$ cat src/common/host_port_pkg.sv
/*
 * constants, register map and state type of the parallel host port
 * and its port e pin logic.
 * assumes a 32-bit apb bus with byte addresses on an 8-bit paddr.
 */
package host_port_pkg;

   // ------------------------------------------------------------
   // register map, byte addresses
   // ------------------------------------------------------------
   localparam int ADDR_W = 8;
   localparam logic [7:0] OFF_PIN_VALUES = 8'h00;
   localparam logic [7:0] OFF_OUT_LATCH = 8'h04;
   localparam logic [7:0] OFF_DIR_CTRL = 8'h08;
   localparam logic [7:0] OFF_ANALOG_CFG = 8'h0C;
   localparam logic [7:0] OFF_DATA_PORT = 8'h10;
   localparam logic [7:0] OFF_HOST_STATUS = 8'h14;

   // ------------------------------------------------------------
   // field positions
   // ------------------------------------------------------------
   localparam int BIT_INPUT_FULL = 7;
   localparam int BIT_OUTPUT_FULL = 6;
   localparam int BIT_OVERRUN = 5;
   localparam int BIT_MODE_SEL = 4;
   localparam int BIT_IRQ_FLAG = 0;

   // ------------------------------------------------------------
   // reset values and thresholds
   // ------------------------------------------------------------
   localparam logic [2:0] DIR_RST = 3'h7;
   localparam logic [2:0] OUT_LATCH_RST = 3'h0;
   localparam logic [5:0] ANALOG_CFG_RST = 6'h00;
   localparam logic [7:0] DATA_RST = 8'h00;
   localparam logic [3:0] PCFG_DIGITAL_MIN = 4'hA;
   localparam logic [3:0] PCFG_DIGITAL_MAX = 4'hF;

   // ------------------------------------------------------------
   // host cycle tracker
   // ------------------------------------------------------------
   typedef enum logic [2:0]
   {
      ST_IDLE = 3'b001,
      ST_WRITE = 3'b010,
      ST_READ = 3'b100
   } host_state_type;

endpackage

$ cat src/design/host_slave_port.sv
/*
 * parallel host slave port with port e pin logic and apb registers.
 * assumes an apb master on pclk, and a host whose strobes and data
 * pins are asynchronous to pclk.
 */
module host_slave_port
   import host_port_pkg::*;
(
   // clock and reset
   input wire logic pclk,
   input wire logic presetn,
   // apb slave
   input wire logic psel,
   input wire logic penable,
   input wire logic pwrite,
   input wire logic [ADDR_W-1:0] paddr,
   input wire logic [31:0] pwdata,
   output logic [31:0] prdata,
   output logic pready,
   output logic pslverr,
   // data port pins
   input wire logic [7:0] data_port_in,
   output logic [7:0] data_port_out,
   output logic data_port_oe,
   // port e pins 0 to 2
   input wire logic [2:0] port_e_in,
   output logic [2:0] port_e_out,
   output logic [2:0] port_e_oe,
   // port e pin 3 and its high-voltage detector
   input wire logic port_e_pin3,
   input wire logic high_voltage_in,
   output logic prog_entry_detect,
   output logic external_reset_req,
   // device context
   input wire logic ext_reset_pin_enable,
   input wire logic pwm_multi_out_active,
   output logic [2:0] analog_pin_sel
);

   // ------------------------------------------------------------
   // declarations
   // ------------------------------------------------------------
   logic [2:0] pin_s, dir_q, out_lat_q, analog_en;
   logic [5:0] acfg_q;
   logic [7:0] in_buf_q, out_buf_q;
   logic mode_q, in_full_q, out_full_q, overrun_q, irq_q;
   logic [31:0] prdata_q;
   logic slverr_q, pin3_q, hv_q, ext_rst_q;
   host_state_type state_q, state_d;
   logic host_active, wr_low, rd_low, wr_end, rd_start, rd_end;
   logic setup, access, hit_known;
   logic sw_wr_data, sw_rd_data, sw_wr_dir, sw_wr_stat;

   // ------------------------------------------------------------
   // strobe synchronisers, idle high
   // ------------------------------------------------------------
   // host strobes are asynchronous, so only the assertions see them raw
   sync_bank #(.W(3), .RST_VAL(3'h7)) u_strobe_sync
   (
      .pclk(pclk),
      .presetn(presetn),
      .d(port_e_in),
      .q(pin_s)
   );

   // ------------------------------------------------------------
   // pin configuration
   // ------------------------------------------------------------
   // analog while config below the digital window
   assign analog_en = (acfg_q[3:0] < PCFG_DIGITAL_MIN) ? 3'h7 : 3'h0;
   assign analog_pin_sel = analog_en;

   assign host_active = mode_q && !pwm_multi_out_active
      && (dir_q == 3'h7)
      && (acfg_q[3:0] >= PCFG_DIGITAL_MIN)
      && (acfg_q[3:0] <= PCFG_DIGITAL_MAX);

   // pin 0 read, pin 1 write, pin 2 select, all active low
   assign wr_low = host_active && !pin_s[2] && !pin_s[1];
   assign rd_low = host_active && !pin_s[2] && !pin_s[0];

   // output drivers ignore the analog setting
   assign port_e_oe = ~dir_q;
   assign port_e_out = out_lat_q;

   // ------------------------------------------------------------
   // host cycle tracker
   // ------------------------------------------------------------
   // a cycle runs to its end before the other kind can start
   always_comb
   begin
      state_d = state_q;
      case (state_q)
         ST_IDLE:
            if (wr_low)
               state_d = ST_WRITE;
            else if (rd_low)
               state_d = ST_READ;
         ST_WRITE:
            if (!wr_low)
               state_d = ST_IDLE;
         ST_READ:
            if (!rd_low)
               state_d = ST_IDLE;
         default:
            state_d = ST_IDLE;
      endcase
   end

   always_ff @(posedge pclk or negedge presetn)
   begin
      if (!presetn)
         state_q <= ST_IDLE;
      else
         state_q <= state_d;
   end

   assign wr_end = (state_q == ST_WRITE) && !wr_low;
   assign rd_start = (state_q == ST_IDLE) && !wr_low && rd_low;
   assign rd_end = (state_q == ST_READ) && !rd_low;

   // pins follow the latch at once, even mid-read
   assign data_port_oe = (state_q == ST_READ);
   assign data_port_out = out_buf_q;

   // ------------------------------------------------------------
   // apb decode
   // ------------------------------------------------------------
   assign setup = psel && !penable;
   assign access = psel && penable;
   assign pready = 1'b1;
   assign prdata = prdata_q;
   assign pslverr = slverr_q;
   assign hit_known = (paddr == OFF_PIN_VALUES) || (paddr == OFF_OUT_LATCH)
      || (paddr == OFF_DIR_CTRL) || (paddr == OFF_ANALOG_CFG)
      || (paddr == OFF_DATA_PORT) || (paddr == OFF_HOST_STATUS);
   assign sw_wr_data = access && pwrite && (paddr == OFF_DATA_PORT);
   assign sw_rd_data = access && !pwrite && (paddr == OFF_DATA_PORT);
   assign sw_wr_dir = access && pwrite && (paddr == OFF_DIR_CTRL);
   assign sw_wr_stat = access && pwrite && (paddr == OFF_HOST_STATUS);

   // ------------------------------------------------------------
   // read data, captured in the setup cycle
   // ------------------------------------------------------------
   always_ff @(posedge pclk or negedge presetn)
   begin
      if (!presetn)
      begin
         prdata_q <= 32'h0000_0000;
         slverr_q <= 1'b0;
      end
      else if (setup)
      begin
         slverr_q <= !hit_known;
         prdata_q <= 32'h0000_0000;
         case (paddr)
            OFF_PIN_VALUES:
               prdata_q[3:0] <= {pin3_q && !ext_reset_pin_enable,
                  pin_s & ~analog_en};
            OFF_OUT_LATCH:
               prdata_q[2:0] <= out_lat_q;
            OFF_DIR_CTRL:
               prdata_q[7:0] <= {in_full_q, out_full_q, overrun_q,
                  mode_q, 1'b0, dir_q};
            OFF_ANALOG_CFG:
               prdata_q[5:0] <= acfg_q;
            OFF_DATA_PORT:
               prdata_q[7:0] <= in_buf_q;
            OFF_HOST_STATUS:
               prdata_q[BIT_IRQ_FLAG] <= irq_q;
            default:
               prdata_q <= 32'h0000_0000;
         endcase
      end
   end

   // ------------------------------------------------------------
   // software configuration registers
   // ------------------------------------------------------------
   always_ff @(posedge pclk or negedge presetn)
   begin
      if (!presetn)
      begin
         dir_q <= DIR_RST;
         mode_q <= 1'b0;
         acfg_q <= ANALOG_CFG_RST;
         out_lat_q <= OUT_LATCH_RST;
      end
      else if (access && pwrite)
      begin
         if (paddr == OFF_DIR_CTRL)
         begin
            dir_q <= pwdata[2:0];
            mode_q <= pwdata[BIT_MODE_SEL];
         end
         if (paddr == OFF_ANALOG_CFG)
            acfg_q <= pwdata[5:0];
         // a pin register write lands in the output latch
         if ((paddr == OFF_OUT_LATCH) || (paddr == OFF_PIN_VALUES))
            out_lat_q <= pwdata[2:0];
      end
   end

   // ------------------------------------------------------------
   // data latches
   // ------------------------------------------------------------
   // host data must outlast its strobe: writes are seen late
   always_ff @(posedge pclk or negedge presetn)
   begin
      if (!presetn)
         in_buf_q <= DATA_RST;
      else if (wr_low)
         in_buf_q <= data_port_in;
   end

   always_ff @(posedge pclk or negedge presetn)
   begin
      if (!presetn)
         out_buf_q <= DATA_RST;
      else if (sw_wr_data)
         out_buf_q <= pwdata[7:0];
   end

   // ------------------------------------------------------------
   // flags; hardware events win over software accesses
   // ------------------------------------------------------------
   always_ff @(posedge pclk or negedge presetn)
   begin
      if (!presetn)
         in_full_q <= 1'b0;
      else if (wr_end)
         in_full_q <= 1'b1;
      else if (sw_rd_data)
         in_full_q <= 1'b0;
   end

   always_ff @(posedge pclk or negedge presetn)
   begin
      if (!presetn)
         out_full_q <= 1'b0;
      else if (rd_start)
         out_full_q <= 1'b0;
      else if (sw_wr_data && (state_q != ST_READ))
         out_full_q <= 1'b1;
   end

   always_ff @(posedge pclk or negedge presetn)
   begin
      if (!presetn)
         overrun_q <= 1'b0;
      else if (wr_end && in_full_q)
         overrun_q <= 1'b1;
      else if (sw_wr_dir && !pwdata[BIT_OVERRUN])
         overrun_q <= 1'b0;
   end

   always_ff @(posedge pclk or negedge presetn)
   begin
      if (!presetn)
         irq_q <= 1'b0;
      else if (wr_end || rd_end)
         irq_q <= 1'b1;
      else if (sw_wr_stat && pwdata[BIT_IRQ_FLAG])
         irq_q <= 1'b0;
   end

   // ------------------------------------------------------------
   // pin 3: input only, reset input or data bit
   // ------------------------------------------------------------
   always_ff @(posedge pclk or negedge presetn)
   begin
      if (!presetn)
      begin
         pin3_q <= 1'b1;
         hv_q <= 1'b0;
         ext_rst_q <= 1'b0;
      end
      else
      begin
         pin3_q <= port_e_pin3;
         hv_q <= high_voltage_in;
         ext_rst_q <= ext_reset_pin_enable && !port_e_pin3;
      end
   end

   assign prog_entry_detect = hv_q;
   assign external_reset_req = ext_rst_q;
endmodule

$ cat src/design/sync_bank.sv
/*
 * bank of two-stage synchronisers, one per bit.
 * assumes inputs may change at any time relative to pclk.
 */
module sync_bank #(
   parameter int W = 3,
   parameter logic [W-1:0] RST_VAL = '1
)
(
   // clock and reset
   input wire logic pclk,
   input wire logic presetn,
   // data
   input wire logic [W-1:0] d,
   output logic [W-1:0] q
);

   logic [W-1:0] meta_q;

   // first stage is read only by the second stage
   always_ff @(posedge pclk or negedge presetn)
   begin
      if (!presetn)
      begin
         meta_q <= RST_VAL;
         q <= RST_VAL;
      end
      else
      begin
         meta_q <= d;
         q <= meta_q;
      end
   end

endmodule

$ cat config.mk
export PLATFORM = sky130hd
export DESIGN_NAME = host_slave_port
export DESIGN_NICKNAME = d
export VERILOG_FILES = /design/src/common/host_port_pkg.sv /design/src/design/host_slave_port.sv /design/src/design/sync_bank.sv
export SDC_FILE = /design/constraint.sdc
export NUM_CORES = 1
export LEC_CHECK = 0
export BUFFER_PORTS_ARGS = -buffer_cell sky130_fd_sc_hd__buf_2
export CORE_UTILIZATION = 45
export CTS_CLUSTER_SIZE = 12
export DETAILED_ROUTE_END_ITERATION = 6
export PLACE_DENSITY = 0.76
export SETUP_SLACK_MARGIN = 0.3
export SYNTH_ARGS = -nofsm -noshare
export SYNTH_HDL_FRONTEND = slang
export SYNTH_SLANG_ARGS = --single-unit
$ cat constraint.sdc
create_clock -name pclk -period 2.4 [get_ports pclk]
set_input_delay 0.48 -clock pclk [delete_from_list [all_inputs] [get_ports pclk]]
set_output_delay 0.48 -clock pclk [all_outputs]
set_load 0.05 [all_outputs]
==> out/summary.txt, run 1 <==
Post-CTS Setup Bufs -> 0
worst-margin pin slew -> 0.646 ns
pwr dens -> 645 mW/mm2
Crit-path slowest cell -> dfrtp_1
Post-Syn Instances -> 222
I/O pin total -> 114
Site Rows -> 27
drt wl/cell -> 14.7 um
Final Cycle Share -> 77.7%
Rel. slew slack -> 56.9%
cell family contributing the most delay on the critical path -> flip-flops
Yosys top cell by area -> dfrtp_1
Clk pin slew, worst setup/hold paths -> 0.09 ns
outcome -> complete, no violations
DRC viols -> 0
area of the core -> 0.00561 mm2
fillers -> 530
area post-placement -> 0.00293 mm2
number of nets in the layout -> 344
vias in the first global route -> 1805
Iter 0 DRT Violations -> 94
Worst setup EP type -> primary output
synth-to-layout area growth -> 15.2%
fin crit period -> 1.87 ns
share of cells above drive strength 1 -> 45.6%
final setup vio count -> 0
Vias per Instance -> 5.19
crit path to -> data_port_oe
Horiz. Die Dim -> 79.0 um
DR vias -> 1854
RSZ-0062 raised after global routing -> false
Crit. path cell count -> 2
setup_tns -> 0 ns
Worst setup startpoint -> state_q[1]
hold slack -> 0.258 ns
post-DP HPWL -> 3.87 mm
reg2reg start -> dir_q[1]
GP Congestion -> 0.817
Post-synth EDFFs -> 0
static leakage -> 0.00149 uW
CTS tree -> yes
max-cap viol count -> 0
clock skew -> 0.00232 ns
Post-Layout Cell Count -> 357
ys flop type -> dfrtp_1
Max stage delay on crit path -> 0.45 ns
worst reg-to-reg path cell count -> 4
clock insertion delay at the later pin of the skew report -> 0.31 ns
first-pass GRT wire length -> 8.88 mm
hold-fix buffers at CTS -> 0
initial antenna violation count -> 0
Worst Hold Depth -> 1
CP Launch Type -> flop
Routed Antenna Nets -> 0
buffers added on ports -> 64
register area share after synthesis -> 51.2%
Root Buffer Master -> clkbuf_8
Mapped Area -> 0.00267 mm2
crit path buf inv count -> 1
critical-path cell list -> nor3b_2 -> buf_2
Final Hold Vio Count -> 0
yosys warns -> 0
total power -> 1980 uW
CP max FO -> 5
Yosys top cell area share -> 40.4%
synthesized area per cell -> 12.0 um2
pin count of the biggest net entering global routing -> 55
post-CTS sizing -> 0
DRT Pass-1 Iters -> 4
H-tree Lvls -> 2
Final Cell Area -> 0.00307 mm2
Num Clock Sinks -> 54
top area cells in the synthesized netlist -> dfrtp_1 (40%), mux2_2 (12%), dfstp_2 (11%)
R2R Path End -> in_buf_q[4]
Fmax -> 536 MHz
Total GRT Usage -> 18.5%
Unique masters post-synth -> 51
#FFs+latches synth -> 54
VDD IR-drop max -> 374 uV
GR Overflow Total -> 0
Die H -> 79.0 um
critical path arrival -> 1.39 ns
full die area -> 0.00624 mm2
Slew Limit Fails -> 0
Initial Util -> 47.5%
critical setup path kind -> flop to primary output
Max clock buf depth -> 2
cts bufs inserted -> 5
CP required -> 1.92 ns
flop2flop setup slack -> 0.69 ns
Synth async-reset ratio -> 100%
cell count after placement -> 349
worst hold path type -> input port to flop
Inserted Diodes -> 0
DRT Wirelength -> 5.25 mm
==> cell usage in the layout, fill, tap and decap left out, types with 6 or more instances in the layout <==
cell / instances
clkbuf_8: 6
conb_1: 25
mux2_2: 28
a22oi_1: 6
dfrtp_1: 43
o21ai_0: 8
dfstp_2: 11
buf_2: 64
a31oi_1: 6
nor2_1: 13
==> per-layer routing <==
layer | part of all wire (%) | wire length [um] | up-vias | track usage, %
met1 | 46 | 2410 | 898 | 26.4
met3 | 7.7 | 405 | 3 | 4.37
met4 | 0.61 | 32 | 0 | 4.00
li1 | - | - | 868 | -
met2 | 46 | 2400 | 85 | 28.5
met5 | 0 | 0 | - | 0
==> cell type report <==
cell class	instances	area, um2	area share [%]
Timing Repair Buffer	68	350	11.4
Multi-Input combinational cell	150	1100	35.9
Tap cell	72	90.1	2.93
Clock inverter	2	60.1	1.96
Sequential cell	54	1370	44.5
Inverter	5	18.8	0.611
Clock buffer	6	82.6	2.69
==> how the worst min path moves through the flow <==
stage	startpoint	end	slack, ns
after floorplan	presetn	acfg_q[0]	0.18
after global placement	u_strobe_sync.meta_q[0]	u_strobe_sync.q[0]	0.35
after detailed placement	u_strobe_sync.meta_q[2]	u_strobe_sync.q[2]	0.35
after CTS	port_e_in[0]	u_strobe_sync.meta_q[0]	0.25
after global routing	port_e_in[0]	u_strobe_sync.meta_q[0]	0.24
final	port_e_in[0]	u_strobe_sync.meta_q[0]	0.26
==> synth_stat cells, types with 4 or more instances <==
library cell and instances:
dfrtp_1 43, mux2_2 28, buf_4 27, nor2_1 13, dfstp_2 11, o21ai_0 8
a22oi_1 6, a31oi_1 6, nand2_1 5, nor2b_1 5, buf_6 4, inv_1 4
mux2i_1 4, o22ai_1 4
==> power breakdown <==
group	leakage [uW]	switching, uW	internal (uW)
registers	0.000680	15.8	942
logic	0.000735	221	59.3
clock network	0.0000714	298	445
total	0.00149	534	1450
==> through the flow <==
stage	worst slack [ns]	util, %
2_1_floorplan	0.637	-
3_3_place_gp	0.449	52.2
3_5_place_dp	0.451	52.2
4_1_cts	0.524	54.8
5_1_grt	0.440	54.8
6_report	0.535	54.8
==> sequential cells by signal, indices dropped and copies added, names as in the netlist <==
signal and count:
port_e_out 3, in_full_q 1, acfg_q 6, external_reset_req 1, pslverr 1, dir_q 3
u_strobe_sync.meta_q 3, state_q 3, data_port_out 8, in_buf_q 8, irq_q 1, prog_entry_detect 1
u_strobe_sync.q 3, mode_q 1, prdata 8, pin3_q 1, overrun_q 1, out_full_q 1
==> worst reg2reg max path: stages, from the launching register on <==
cell,delay (ns)
dfstp_2,0.57
and4bb_2,0.24
nor4b_4,0.21
buf_4,0.23
mux2_2,0.35
==> logic make-up after synthesis <==
kind of cell / count (synthesis) / synth area share [%]
flops: 54 / 51.2
other cells: 2 / 0.282
simple gates: 55 / 14.5
xor+xnor: 2 / 0.657
mux: 33 / 13.9
buf+inv: 41 / 10.8
compound gates: 35 / 8.63
Note: power is estimated with default switching activity, not from simulation.
==> inputs of run 2 (changes only) <==
CORE_UTILIZATION = 43   (was 45)
clock period = 1.5 ns   (was 2.4 ns; I/O delays follow)
==> out/summary.txt, run 2 (synthesized netlist as in run 1, its figures left out) <==
initial antenna violation count -> 0
CP max FO -> 5
H-tree Lvls -> 2
cts bufs inserted -> 5
critical setup path kind -> flop to flop
NetSw -> 909 uW
critical-path cell list -> and4bb_2 -> nor4b_4 -> buf_4 -> mux2_4
Num Clock Sinks -> 54
clock power share -> 27.8%
area of the core -> 0.00596 mm2
worst hold path type -> input port to flop
number of nets in the layout -> 396
Crit. path cell count -> 4
fillers -> 459
vias in the first global route -> 1956
Root Buffer Master -> clkbuf_8
synth-to-layout area growth -> 50.4%
sw frac -> 30.8%
GR Overflow Total -> 0
critical path arrival -> 1.94 ns
worst reg-to-reg path cell count -> 4
clock insertion delay at the later pin of the skew report -> 0.32 ns
buffers added on ports -> 64
cell family contributing the most delay on the critical path -> flip-flops
RSZ-0062 raised after global routing -> true
VDD IR-drop max -> 442 uV
CTS tree -> yes
Fmax -> 578 MHz
failing checks -> negative setup slack
Vias per Instance -> 5.13
outcome -> finished, violations left
Routed Antenna Nets -> 0
final setup vio count -> 21
Initial Util -> 44.8%
share of cells above drive strength 1 -> 60.2%
DRT Wirelength -> 6.93 mm
GP Congestion -> 0.784
drt wl/cell -> 16.8 um
Clk pin slew, worst setup/hold paths -> 0.10 ns
pin count of the biggest net entering global routing -> 55
hold slack -> 0.0765 ns
DR vias -> 2112
I/O pin total -> 114
max-cap viol count -> 0
Die H -> 80.7 um
most common cell after layout, fill and taps aside -> buf_4
post-DP HPWL -> 4.24 mm
Max stage delay on crit path -> 0.55 ns
clock skew -> 0.00973 ns
Horiz. Die Dim -> 80.7 um
Inserted Diodes -> 0
Slew Limit Fails -> 0
P_int -> 2040 uW
static leakage -> 0.00191 uW
final setup margin -> -0.232 ns
DRT Pass-1 Iters -> 4
part of the power in combinational logic -> 19.9%
fin crit period -> 1.73 ns
pwr dens -> 736 mW/mm2
DRC viols -> 0
Final Cycle Share -> 115%
Worst Hold Depth -> 1
crit path buf inv count -> 1
Total GRT Usage -> 21.0%
Final Hold Vio Count -> 0
full die area -> 0.00652 mm2
setup_tns -> -2.57 ns
Site Rows -> 28
Max clock buf depth -> 2
CP required -> 1.71 ns
CP Launch Type -> flop
Worst setup EP type -> flop
most frequent cells in the layout -> buf_4 (40), dfrtp_1 (39), buf_6 (34), buf_2 (30), mux2_4 (26)
Iter 0 DRT Violations -> 92
Flop pwr share -> 52.2%
first-pass GRT wire length -> 10.0 mm
Crit-path slowest cell -> dfstp_2
## run 2: cell types whose count changed in the layout (fill, tap and decap cells not counted), moves of 4 or more
cell | before | now
mux2_4 | 1 | 26
o21ai_1 | 0 | 5
dfrtp_2 | 0 | 4
mux2_2 | 28 | 3
dfrtp_1 | 43 | 39
buf_8 | 0 | 11
buf_2 | 64 | 30
buf_4 | 4 | 40
buf_6 | 0 | 34
o21ai_0 | 8 | 3
## run 2: power by group through the flow
stage | Sequential (uW) | Clock, uW | Combinational (uW)
floorplan | 1650 | 0 | 289
global placement | 1560 | 0 | 486
detailed placement | 1560 | 0 | 494
CTS | 1540 | 826 | 559
global route | 1550 | 900 | 625
finish | 1540 | 821 | 588
## run 2: area by class of cell
class	count	area, um2	area share, %
Multi-Input combinational cell	150	1330	33.3
Inverter	5	28.8	0.718
Clock buffer	6	72.6	1.81
Clock inverter	2	13.8	0.343
Timing Repair Buffer	120	1100	27.3
Sequential cell	54	1370	34.2
Tap cell	75	93.8	2.34
## run 2: worst reg2reg max path, delay by kind of cell, from the launching register on
kind | cells | cell delay [ns]
multiplexers | 1 | 0.30
AND/OR/NAND/NOR | 2 | 0.55
buffers and inverters | 1 | 0.23
flip-flops | 1 | 0.55
## run 2: metal layers
metal | track usage, % | wire, um | vias to the layer above
met5 | 0 | 0 | -
met4 | 7.50 | 150 | 0
met3 | 4.04 | 341 | 13
met2 | 34.9 | 3530 | 87
met1 | 27.5 | 2910 | 1038
li1 | - | - | 974
## run 2: path summary, 6_finish.rpt
check	slack (ns)	endpoint	from
setup / recovery	-0.23	in_buf_q[5]	dir_q[1]
hold / removal	0.08	u_strobe_sync.meta_q[2]	port_e_in[2]
hold reg to reg	0.36	u_strobe_sync.q[1]	u_strobe_sync.meta_q[1]
max in group asynchronous	0.69	pin3_q	presetn
setup reg to reg	-0.23	in_buf_q[5]	dir_q[1]
min in group asynchronous	0.53	prog_entry_detect	presetn
## run 2: metrics by stage
step,utilization [%],cells,total power [uW],instance area [um2],setup slack [ns]
2_1_floorplan,-,245,1940,2880,-0.178
3_3_place_gp,54.0,375,2040,3220,-0.169
3_5_place_dp,54.0,375,2050,3220,-0.195
4_1_cts,62.8,397,2920,3740,-0.130
5_1_grt,67.3,412,3070,4010,-0.252
6_report,67.3,412,2950,4010,-0.232
## run 2: what timing repair did
action / in CTS / in global routing
setup buffers: 12 / 14
gates cloned: 1 / 1
endpoints found under the setup margin: 68 / 64
resized for setup: 93 / 44
hold buffers: 1 / 0
endpoints found under the hold margin: 43 / 0
pin swaps: 12 / 12
